$ cat src/logic/ext_irq_pkg.sv
package ext_irq_pkg;

    localparam int NUM_LINES = 4;

    // register byte offsets on the bus
    localparam logic [7:0] CTRL_OFS = 8'h00;
    localparam logic [7:0] STAT_OFS = 8'h04;
    localparam logic [7:0] MASK_OFS = 8'h08;
    localparam logic [7:0] REQ_OFS  = 8'h0c;
    localparam int         OFS_W    = 8;

    // control register layout
    localparam int         G2_SEL_LSB = 6;
    localparam int         G2_POL_BIT = 5;
    localparam int         G1_SEL_LSB = 3;
    localparam int         G1_POL_BIT = 2;
    localparam int         SEL_W      = 2;
    localparam int         CTRL_W     = 8;
    localparam logic [7:0] CTRL_RESET = 8'h00;
    localparam logic [7:0] CTRL_WMASK = 8'hfc;
    localparam logic [3:0] STAT_RESET = 4'h0;
    localparam logic [3:0] MASK_RESET = 4'h0;

    // line positions in status, mask and request vectors
    localparam int LINE_ZERO  = 0;
    localparam int LINE_ONE   = 1;
    localparam int LINE_TWO   = 2;
    localparam int LINE_THREE = 3;

    localparam logic [1:0] SEL_EDGE_LEVEL = 2'b00;
    localparam logic [1:0] SEL_RISE       = 2'b01;
    localparam logic [1:0] SEL_FALL       = 2'b10;
    localparam logic [1:0] SEL_BOTH       = 2'b11;

    localparam logic [1:0] HTRANS_NONSEQ = 2'b10;
    localparam logic [1:0] HTRANS_SEQ    = 2'b11;
    localparam logic       HRESP_OKAY    = 1'b0;

    typedef enum logic [2:0] {
        SENSE_FALL_LOW,
        SENSE_RISE_HIGH,
        SENSE_RISE,
        SENSE_FALL,
        SENSE_BOTH
    } sense_t;

    // inversion swaps the sense of every mode except both edges
    function automatic sense_t decode_sense(input logic [1:0] sel, input logic inv);
        sense_t s;
        s = SENSE_BOTH;
        unique case (sel)
            SEL_EDGE_LEVEL: s = inv ? SENSE_RISE_HIGH : SENSE_FALL_LOW;
            SEL_RISE:       s = inv ? SENSE_FALL : SENSE_RISE;
            SEL_FALL:       s = inv ? SENSE_RISE : SENSE_FALL;
            SEL_BOTH:       s = SENSE_BOTH;
        endcase
        return s;
    endfunction : decode_sense

endpackage : ext_irq_pkg

$ cat src/logic/edge_sense.sv
`timescale 1ns/100ps
`default_nettype none
module edge_sense
    import ext_irq_pkg::*;
#(
    parameter int PINS = 4
) (
    input  wire logic            hclk,
    input  wire logic            hresetn,
    input  wire logic [PINS-1:0] pins,
    input  wire sense_t          sense,
    input  wire logic            clear,
    input  wire logic            ack,
    output logic                 req,
    output logic                 event_p
);
    logic valid_q;
    logic low_q;
    logic high_q;
    logic pend_q;
    logic lvl_q;

    // any pin low pulls the line low, any pin high drives it high
    wire agg_low   = &pins;
    wire agg_high  = |pins;
    wire fell      = valid_q & low_q & ~agg_low;
    wire rose      = valid_q & ~high_q & agg_high;
    wire edge_hit  = ((sense == SENSE_FALL_LOW || sense == SENSE_FALL) & fell)
                   | ((sense == SENSE_RISE_HIGH || sense == SENSE_RISE) & rose)
                   | ((sense == SENSE_BOTH) & (fell | rose));
    wire level_hit = ((sense == SENSE_FALL_LOW) & ~agg_low)
                   | ((sense == SENSE_RISE_HIGH) & agg_high);

    assign req     = pend_q | level_hit;
    assign event_p = edge_hit | (level_hit & ~lvl_q);

    // first cycle after reset only primes the history, no edge is seen
    always_ff @(posedge hclk or negedge hresetn) begin
        if (!hresetn) begin
            valid_q <= 1'b0;
            low_q   <= 1'b1;
            high_q  <= 1'b0;
            pend_q  <= 1'b0;
            lvl_q   <= 1'b0;
        end else begin
            valid_q <= 1'b1;
            low_q   <= agg_low;
            high_q  <= agg_high;
            lvl_q   <= level_hit;
            // a new edge wins over a clear in the same cycle
            pend_q  <= edge_hit | (pend_q & ~clear & ~ack);
        end
    end
endmodule : edge_sense
`default_nettype wire

$ cat src/logic/ahb_reg_slave.sv
`timescale 1ns/100ps
`default_nettype none
module ahb_reg_slave
    import ext_irq_pkg::*;
(
    input  wire logic             hclk,
    input  wire logic             hresetn,
    input  wire logic             hsel,
    input  wire logic [31:0]      haddr,
    input  wire logic [1:0]       htrans,
    input  wire logic             hwrite,
    input  wire logic             hready,
    input  wire logic [31:0]      rd_data,
    output logic                  hreadyout,
    output logic                  hresp,
    output logic [31:0]           hrdata,
    output logic                  wr_en,
    output logic [OFS_W-1:0]      wr_ofs,
    output logic                  rd_en,
    output logic [OFS_W-1:0]      rd_ofs
);
    logic             wr_pend_q;
    logic [OFS_W-1:0] wr_ofs_q;
    logic [31:0]      hrdata_q;

    wire active = hsel & hready & (htrans == HTRANS_NONSEQ || htrans == HTRANS_SEQ);

    // zero wait states: reads are sampled at the address phase edge
    assign hreadyout = 1'b1;
    assign hresp     = HRESP_OKAY;
    assign hrdata    = hrdata_q;
    assign rd_en     = active & ~hwrite;
    assign rd_ofs    = haddr[OFS_W-1:0];
    assign wr_en     = wr_pend_q;
    assign wr_ofs    = wr_ofs_q;

    always_ff @(posedge hclk or negedge hresetn) begin
        if (!hresetn) begin
            wr_pend_q <= 1'b0;
            wr_ofs_q  <= '0;
            hrdata_q  <= '0;
        end else begin
            if (hready) begin
                wr_pend_q <= active & hwrite;
                wr_ofs_q  <= haddr[OFS_W-1:0];
            end
            if (rd_en) begin
                hrdata_q <= rd_data;
            end
        end
    end
endmodule : ahb_reg_slave
`default_nettype wire

$ cat src/logic/ext_irq_sensitivity_ctrl.sv
// Chosen here: the register addresses and the AHB-Lite register port.
`timescale 1ns/100ps
`default_nettype none
module ext_irq_sensitivity_ctrl
    import ext_irq_pkg::*;
#(
    parameter int A_PINS = 4,
    parameter int F_PINS = 3,
    parameter int B_PINS = 5
) (
    input  wire logic                 hclk,
    input  wire logic                 hresetn,
    input  wire logic                 hsel,
    input  wire logic [31:0]          haddr,
    input  wire logic [1:0]           htrans,
    input  wire logic                 hwrite,
    input  wire logic [2:0]           hsize,
    input  wire logic [31:0]          hwdata,
    input  wire logic                 hready,
    output logic                      hreadyout,
    output logic                      hresp,
    output logic [31:0]               hrdata,
    input  wire logic [A_PINS-1:0]    port_a_in,
    input  wire logic [F_PINS-1:0]    port_f_in,
    input  wire logic [B_PINS-1:0]    port_b_in,
    input  wire logic [NUM_LINES-1:0] irq_ack,
    output logic [NUM_LINES-1:0]      irq_req,
    output logic                      irq
);
    logic [CTRL_W-1:0]    ctrl_q;
    logic [NUM_LINES-1:0] stat_q;
    logic [NUM_LINES-1:0] mask_q;
    logic [NUM_LINES-1:0] line_event;
    logic                 wr_en;
    logic [OFS_W-1:0]     wr_ofs;
    logic                 rd_en;
    logic [OFS_W-1:0]     rd_ofs;
    logic [31:0]          rd_data;

    ahb_reg_slave u_bus (
        .hclk      (hclk),
        .hresetn   (hresetn),
        .hsel      (hsel),
        .haddr     (haddr),
        .htrans    (htrans),
        .hwrite    (hwrite),
        .hready    (hready),
        .rd_data   (rd_data),
        .hreadyout (hreadyout),
        .hresp     (hresp),
        .hrdata    (hrdata),
        .wr_en     (wr_en),
        .wr_ofs    (wr_ofs),
        .rd_en     (rd_en),
        .rd_ofs    (rd_ofs)
    );

    // only whole-word transfers are issued, so size is not decoded
    wire unused_size = ^hsize;

    wire wr_ctrl = wr_en & (wr_ofs == CTRL_OFS);
    wire wr_mask = wr_en & (wr_ofs == MASK_OFS);
    wire rd_stat = rd_en & (rd_ofs == STAT_OFS);

    wire [CTRL_W-1:0] ctrl_new = hwdata[CTRL_W-1:0] & CTRL_WMASK;

    wire [SEL_W-1:0] g2_sel = ctrl_q[G2_SEL_LSB +: SEL_W];
    wire             g2_pol = ctrl_q[G2_POL_BIT];
    wire [SEL_W-1:0] g1_sel = ctrl_q[G1_SEL_LSB +: SEL_W];
    wire             g1_pol = ctrl_q[G1_POL_BIT];

    // a write of the same value keeps pending requests intact
    wire g2_change = wr_ctrl & ((ctrl_new[G2_SEL_LSB +: SEL_W] != g2_sel)
                              | (ctrl_new[G2_POL_BIT] != g2_pol));
    wire g1_change = wr_ctrl & ((ctrl_new[G1_SEL_LSB +: SEL_W] != g1_sel)
                              | (ctrl_new[G1_POL_BIT] != g1_pol));

    wire sense_t sense_zero  = decode_sense(g1_sel, g1_pol);
    wire sense_t sense_one   = decode_sense(g1_sel, 1'b0);
    wire sense_t sense_two   = decode_sense(g2_sel, g2_pol);
    wire sense_t sense_three = decode_sense(g2_sel, 1'b0);

    edge_sense #(.PINS(A_PINS)) u_line_zero (
        .hclk    (hclk),
        .hresetn (hresetn),
        .pins    (port_a_in),
        .sense   (sense_zero),
        .clear   (g1_change),
        .ack     (irq_ack[LINE_ZERO]),
        .req     (irq_req[LINE_ZERO]),
        .event_p (line_event[LINE_ZERO])
    );

    edge_sense #(.PINS(F_PINS)) u_line_one (
        .hclk    (hclk),
        .hresetn (hresetn),
        .pins    (port_f_in),
        .sense   (sense_one),
        .clear   (g1_change),
        .ack     (irq_ack[LINE_ONE]),
        .req     (irq_req[LINE_ONE]),
        .event_p (line_event[LINE_ONE])
    );

    // port B pins 3:0 feed line two, pin 4 feeds line three
    edge_sense #(.PINS(B_PINS-1)) u_line_two (
        .hclk    (hclk),
        .hresetn (hresetn),
        .pins    (port_b_in[B_PINS-2:0]),
        .sense   (sense_two),
        .clear   (g2_change),
        .ack     (irq_ack[LINE_TWO]),
        .req     (irq_req[LINE_TWO]),
        .event_p (line_event[LINE_TWO])
    );

    edge_sense #(.PINS(1)) u_line_three (
        .hclk    (hclk),
        .hresetn (hresetn),
        .pins    (port_b_in[B_PINS-1]),
        .sense   (sense_three),
        .clear   (g2_change),
        .ack     (irq_ack[LINE_THREE]),
        .req     (irq_req[LINE_THREE]),
        .event_p (line_event[LINE_THREE])
    );

    // read-back mux; unmapped offsets read zero
    always_comb begin
        rd_data = '0;
        unique case (rd_ofs)
            CTRL_OFS: rd_data[CTRL_W-1:0]    = ctrl_q;
            STAT_OFS: rd_data[NUM_LINES-1:0] = stat_q;
            MASK_OFS: rd_data[NUM_LINES-1:0] = mask_q;
            REQ_OFS:  rd_data[NUM_LINES-1:0] = irq_req;
            default:  rd_data = '0;
        endcase
    end

    // status is cleared by reading it; an event in that cycle survives
    wire [NUM_LINES-1:0] stat_d = (stat_q & ~{NUM_LINES{rd_stat}}) | line_event;

    assign irq = |(stat_q & mask_q);

    always_ff @(posedge hclk or negedge hresetn) begin
        if (!hresetn) begin
            ctrl_q <= CTRL_RESET;
            stat_q <= STAT_RESET;
            mask_q <= MASK_RESET;
        end else begin
            stat_q <= stat_d;
            if (wr_ctrl) begin
                ctrl_q <= ctrl_new;
            end
            if (wr_mask) begin
                mask_q <= hwdata[NUM_LINES-1:0];
            end
        end
    end
endmodule : ext_irq_sensitivity_ctrl
`default_nettype wire

$ cat config.mk
export PLATFORM = sky130hd
export DESIGN_NAME = ext_irq_sensitivity_ctrl
export DESIGN_NICKNAME = d
export VERILOG_FILES = /design/src/logic/ext_irq_pkg.sv /design/src/logic/edge_sense.sv /design/src/logic/ahb_reg_slave.sv /design/src/logic/ext_irq_sensitivity_ctrl.sv
export SDC_FILE = /design/constraint.sdc
export NUM_CORES = 1
export LEC_CHECK = 0
export ABC_AREA = 1
export ABC_CLOCK_PERIOD_IN_PS = 4800
export BUFFER_PORTS_ARGS = -buffer_cell sky130_fd_sc_hd__buf_2
export CORE_ASPECT_RATIO = 0.7
export CORE_MARGIN = 4
export CORE_UTILIZATION = 35
export CTS_CLUSTER_DIAMETER = 50
export DETAILED_ROUTE_END_ITERATION = 8
export GPL_ROUTABILITY_DRIVEN = 0
export GPL_TIMING_DRIVEN = 0
export PLACE_DENSITY = 0.59
export SLEW_MARGIN = 40
export SYNTH_ARGS = -nofsm -noshare
export SYNTH_HDL_FRONTEND = slang
export SYNTH_SLANG_ARGS = --single-unit
$ cat constraint.sdc
create_clock -name hclk -period 4.8 [get_ports hclk]
set_input_delay 0.96 -clock hclk [delete_from_list [all_inputs] [get_ports hclk]]
set_output_delay 0.96 -clock hclk [all_outputs]
set_load 0.05 [all_outputs]
==> results of run 1 <==
==> final cells by class <==
| cell class | count | share of cell area, % |
|---|---|---|
| multi-input cells | 262 | 39.16 |
| flip-flops and latches | 48 | 34.20 |
| repair buffers | 49 | 7.024 |
| plain buffers | 32 | 6.705 |
| inverters | 51 | 5.427 |
| clock buffers | 7 | 3.760 |
| well taps | 101 | 3.583 |
| clock inverters | 1 | 0.1419 |
==> cells in the mapped netlist <==
master / instances
xnor2_1: 4
o2111ai_1: 1
o21ai_2: 1
nand3_2: 4
inv_2: 3
a21oi_1: 5
conb_1: 2
nor2_2: 4
o21ai_0: 15
clkbuf_1: 1
a21oi_2: 1
o211ai_1: 2
nor3_2: 2
nor2_1: 22
o21ai_1: 4
a21o_1: 2
nand2_4: 2
ha_1: 14
nand3_1: 31
dfstp_2: 4
inv_1: 48
nand2_1: 98
o22ai_1: 2
buf_4: 31
nor2_4: 3
nand4_1: 8
dfrtp_1: 44
nand3b_1: 5
nand4_4: 1
nand2_2: 4
==> critical path, cell delays in order (launching register included) <==
cell and delay, ps:
dfrtp_1 530, inv_1 140, ha_1 360, nor2_2 230, nand4_1 220, nand3_2 150, buf_4 110, buf_2 250
==> flip-flops by register name (all words and copies together) (netlist names), 4 cells and up <==
signal        flops
u_bus.hrdata      8
mask_q            4
stat_q            4
ctrl_q            6
u_bus.wr_ofs      8
==> cells by family after synthesis <==
family	count (synthesis)	synth area share, %
compound gates	33	6.466
fa+ha+maj	14	5.996
xor+xnor	4	1.199
simple gates	184	30.15
buf+inv	83	14.65
other cells	2	0.2571
flops	48	41.28
==> power by group <==
group	total [mW]	internal, mW	switching, mW
logic	0.229	0.0734	0.156
clock network	0.336	0.193	0.143
registers	0.445	0.428	0.0176
==> path summary, 6_finish.rpt <==
path,startpoint,end,slack (ps)
max,ctrl_q[3],irq_req[0],1560
min,u_line_one.lvl_q,stat_q[1],460
max reg2reg,ctrl_q[3],u_bus.hrdata[1],2870
min reg2reg,u_line_one.lvl_q,stat_q[1],460
max in group asynchronous,hresetn,u_bus.hrdata[2],3710
min in group asynchronous,hresetn,u_line_one.pend_q,680
==> routing by layer <==
metal  track usage (%)  vias up
met1             21.64     1108
met4             3.438        0
li1                  -     1266
met5                 0        -
met3             3.602        5
met2             19.82       69
==> results.md, run 1 <==
- Router iterations before antenna repair: 4
- H-Tree Depth: 2
- Post-DR vias/cell: 4.443
- Die Wd: 117.2 um
- CP startpoint kind: flop
- IO Port Bufs: 49
- Die ar.: 0.009896 mm2
- Top fanout value on the critical path: 9
- Max Clock Freq: 308.8 MHz
- Vias in the first global route: 2,280
- Outcome: completed
- Pwr/cell area: around 290 mW/mm2
- P_leak: 1.969 nW
- Layout cells sized above 1: 25.56%
- WL/cell: 12.21 um
- DR top layer: met4
- DRT met1 WL: 3.409 mm
- Ant diodes: 0
- Design area: ~0.0035 mm2
- Final nets: 553
- Commonest non-fill, non-tap cell in the layout: nand2_1
- Cell taking the most area after synthesis: dfrtp_1
- Register area share after synthesis: 41.28%
- Metal3 WL: 539 um
- Fillers: 852
- Clk sinks: between 40 and 50
- Starting Density: 36.49%
- Crit path arrival time: 2280 ps
- TritonCTS clock tree: done
- Worst Tran Pin Value: about 600 ps
- Initial antenna violation count: 0
- Clk_lat worst skew: 290 ps
- Setup CP Type: reg2out
- Root Driver: clkbuf_16
- First-pass GRT wire length: 11.08 mm
- Max Root-Sink Buffers: 2
- Top cells by area, synth: dfrtp_1 (38%), nand2_1 (13%), buf_4 (8.0%)
- Post-CTS setup buffer count: 0
- Commonest cells after routing, fill and taps aside: nand2_1 (98), inv_1 (48), buf_2 (48)
- Max_cap viols: 0
- Inst Count DP: about 540
- Avg Synthesized Cell Area: around 7.9 um2
- Final Core Density: between 40% and 50%
- Flops & latches, synth: 48
- DR iter-0 viols: 109
- Min cycle time layout: 3239 ps
- Clk_skew: between 7 and 8 ps
- HPWL after detailed placement: 5.551 mm
- Setup TNS: 0 ps
- Max-slew violation count: 0
- Synth-to-layout area growth: 20.73%
- CTS Hold Bufs: 0
- Fin crit share: 67.47%
- Synth Instances: roughly 370
- Setup violators final: 0
- Slew HR: 59.65%
- Min Hold Slack: 464.1 ps
- Gr usage total: between 10% and 20%
- Pre-CTS setup slack: 1885 ps
- GRT overflow: 0
- Cell Area, Placed: 0.003390 mm2
- CTS resizes: 0
- Crit. End Element: primary output
- Die H: 84.44 um
- Final worst slack: 1561 ps
- Warning count from the yosys run: 0
- Core area: 0.008006 mm2
- Total CTS buffers: 5
- Total Power: between 1 and 1.5 mW
- Worst-path clk slew: around 60 ps
- Synth unique cells: 30
- Largest net degree at the start of global routing: between 40 and 50
- Area of the multi-input gates: 0.001381 mm2
- Worst r2r path cells: 11
- WL met2: 2.727 mm
- Non-Filler Instances: 551
- Share of the synthesized area in the top cell type: 37.69%
- Ports: 129
- Antenna Nets Post-Route: 0
- Post-Syn Area: 0.002922 mm2
- Worst path required time: 3840 ps
- Sequential Area: between 0.001 and 0.0015 mm2
- # DRC: 0
- RSZ-0062 raised after global routing: no
- Routed wire length: between 6 and 7 mm
- Row count: 27
- Worst hold path class: reg2reg
- Maximum vdd drop: between 0.1 and 0.15 mV
- Final Hold Viols: 0
- Hold path cells: 1
- Via count: between 2,000 and 2,500
(Power assumes the default switching activity.)
==> run 2, diff against run 1 <==
Settings changed: ABC_CLOCK_PERIOD_IN_PS 4800 to 2750, PLACE_DENSITY 0.59 to 0.62.
Clock period 4.8 ns to 2.75 ns, I/O delays scaled along.
==> run 2 against run 1 <==
Effect of this change:
- non-clock buffer count stayed put
- utilization rose by 0.48 points
- largest cell class unchanged
- global-route usage fell by 0.13 points
- largest power group unchanged
- via count decreased by 1.5%
- critical path depth did not move
- die area stayed put
==> results.md, run 2 (same netlist as run 1, synthesis figures left out) <==
- Setup TNS: 0 ps
- RR Startpoint: ctrl_q[3]
- Router iterations before antenna repair: 4
- P_leak: ~2.0 nW
- CTS Hold Bufs: 0
- Clk sinks: between 40 and 50
- Commonest non-fill, non-tap cell in the layout: nand2_1
- Cell Area, Placed: 0.003390 mm2
- Max-slew violation count: 0
- IO Port Bufs: 49
- Gr usage total: between 10 and 15%
- Ant diodes: 0
- Antenna Nets Post-Route: 0
- Via count: 2,412
- Top fanout value on the critical path: 9
- GRT overflow: 0
- # DRC: 0
- Initial antenna violation count: 0
- First-pass GRT wire length: 10.96 mm
- Design area: 0.003566 mm2
- Core area: 0.008006 mm2
- Setup CP Type: reg2out
- Max_cap viols: 0
- Synth-to-layout area growth: 22.06%
- Fillers: 799
- Root Driver: clkbuf_16
- RSZ-0062 raised after global routing: no
- Layout cells sized above 1: 26.89%
- Crit. End Element: primary output
- Final nets: 553
- Post-CTS setup buffer count: 0
- Die ar.: slightly below 0.01 mm2
- Worst Tran Pin Value: about 600 ps
- Largest net degree at the start of global routing: 49
- Crit path arrival time: approximately 2000 ps
- Slew HR: 59.83%
- Routed wire length: 6.759 mm
- Clk_lat worst skew: between 200 and 300 ps
- Pre-CTS setup slack: 272.4 ps
- Pwr/cell area: 520.2 mW/mm2
- CP startpoint kind: flop
- TritonCTS clock tree: done
- Clk_skew: 4.513 ps
- Maximum vdd drop: 0.2365 mV
- Total CTS buffers: 5
- Setup violators final: 0
- Worst-path clk slew: 60 ps
- Max Clock Freq: 386.0 MHz
- Area of the multi-input gates: 0.001386 mm2
- Post-DR vias/cell: 4.377
- Non-Filler Instances: around 550
- Fin crit share: a little over nine tenths
- Worst Setup SP: ctrl_q[3]
- DR iter-0 viols: 97
- Outcome: completed
- Final worst slack: 159.6 ps
- Max Root-Sink Buffers: 2
- Ports: 129
- Worst r2r path cells: 11
- Inst Count DP: approximately 540
- Die H: 84.44 um
- Vias in the first global route: about 2,300
- Final Hold Viols: 0
- Commonest cells after routing, fill and taps aside: nand2_1 (98), inv_1 (47), buf_2 (47)
- Worst hold path class: in2async
- Min cycle time layout: 2590 ps
- Die Wd: 117.2 um
- HPWL after detailed placement: 5.529 mm
- Sequential Area: 0.001211 mm2
- H-Tree Depth: 2
- Row count: 27
- Worst path required time: approximately 2200 ps
- WL/cell: ~12 um
- Starting Density: a little over a third
[run 2: cell count changes in the layout (fill, tap and decap cells not counted), sizes merged]
cell    change
bufinv      +1
buf         -1
[run 2: area by class of cell]
| type | count | share of cell area (%) |
|---|---|---|
| multi-input cells | 262 | 38.88 |
| repair buffers | 49 | 7.018 |
| well taps | 101 | 3.544 |
| clock buffers | 6 | 3.614 |
| plain buffers | 32 | 6.632 |
| clock inverters | 2 | 0.9825 |
| inverters | 51 | 5.368 |
| flip-flops and latches | 48 | 33.96 |
[run 2: worst paths after layout]
kind	end	slack [ps]
max	irq_req[0]	160
min	u_line_three.pend_q	270
max reg2reg	u_bus.hrdata[1]	970
min reg2reg	u_bus.hrdata[5]	480
max in group asynchronous	ctrl_q[4]	2040
min in group hclk	u_line_three.low_q	410
[run 2: metal layers]
metal | vias up | GRT usage (%) | wire, um
li1 | 1269 | - | -
met1 | 1082 | 20.85 | 3384
met2 | 53 | 20.38 | 2916
met3 | 8 | 3.098 | 374
met4 | 0 | 4.063 | 83
met5 | - | 0 | 0
[run 2: repair_timing]
action                                  4_1_cts  5_1_grt
cloned                                        0        0
endpoints found under the setup margin        2        4
resized for setup                             2        5
[run 2: worst max-delay path, stage by stage (launching register included)]
cell	delay [ps]
dfrtp_2	460
inv_1	110
ha_1	360
nor2_4	170
nand4_1	180
nand3_2	120
buf_4	110
buf_2	250
[run 2: power by group]
part / internal, mW / leakage, nW / switching, mW
clock network: 0.427 / 0.0808 / 0.247
logic: 0.130 / 1.35 / 0.272
registers: 0.748 / 0.544 / 0.0300
[run 2: through the flow]
stage / hold WS, ps / power, mW / utilization [%]
2_1_floorplan: 254.4 / 1.085 / -
5_1_grt: 323.3 / 1.960 / 44.54
3_3_place_gp: 443.2 / 1.180 / 42.30
4_1_cts: 294.8 / 1.876 / 44.41
3_5_place_dp: 465.0 / 1.189 / 42.33
6_report: 271.9 / 1.855 / 44.54
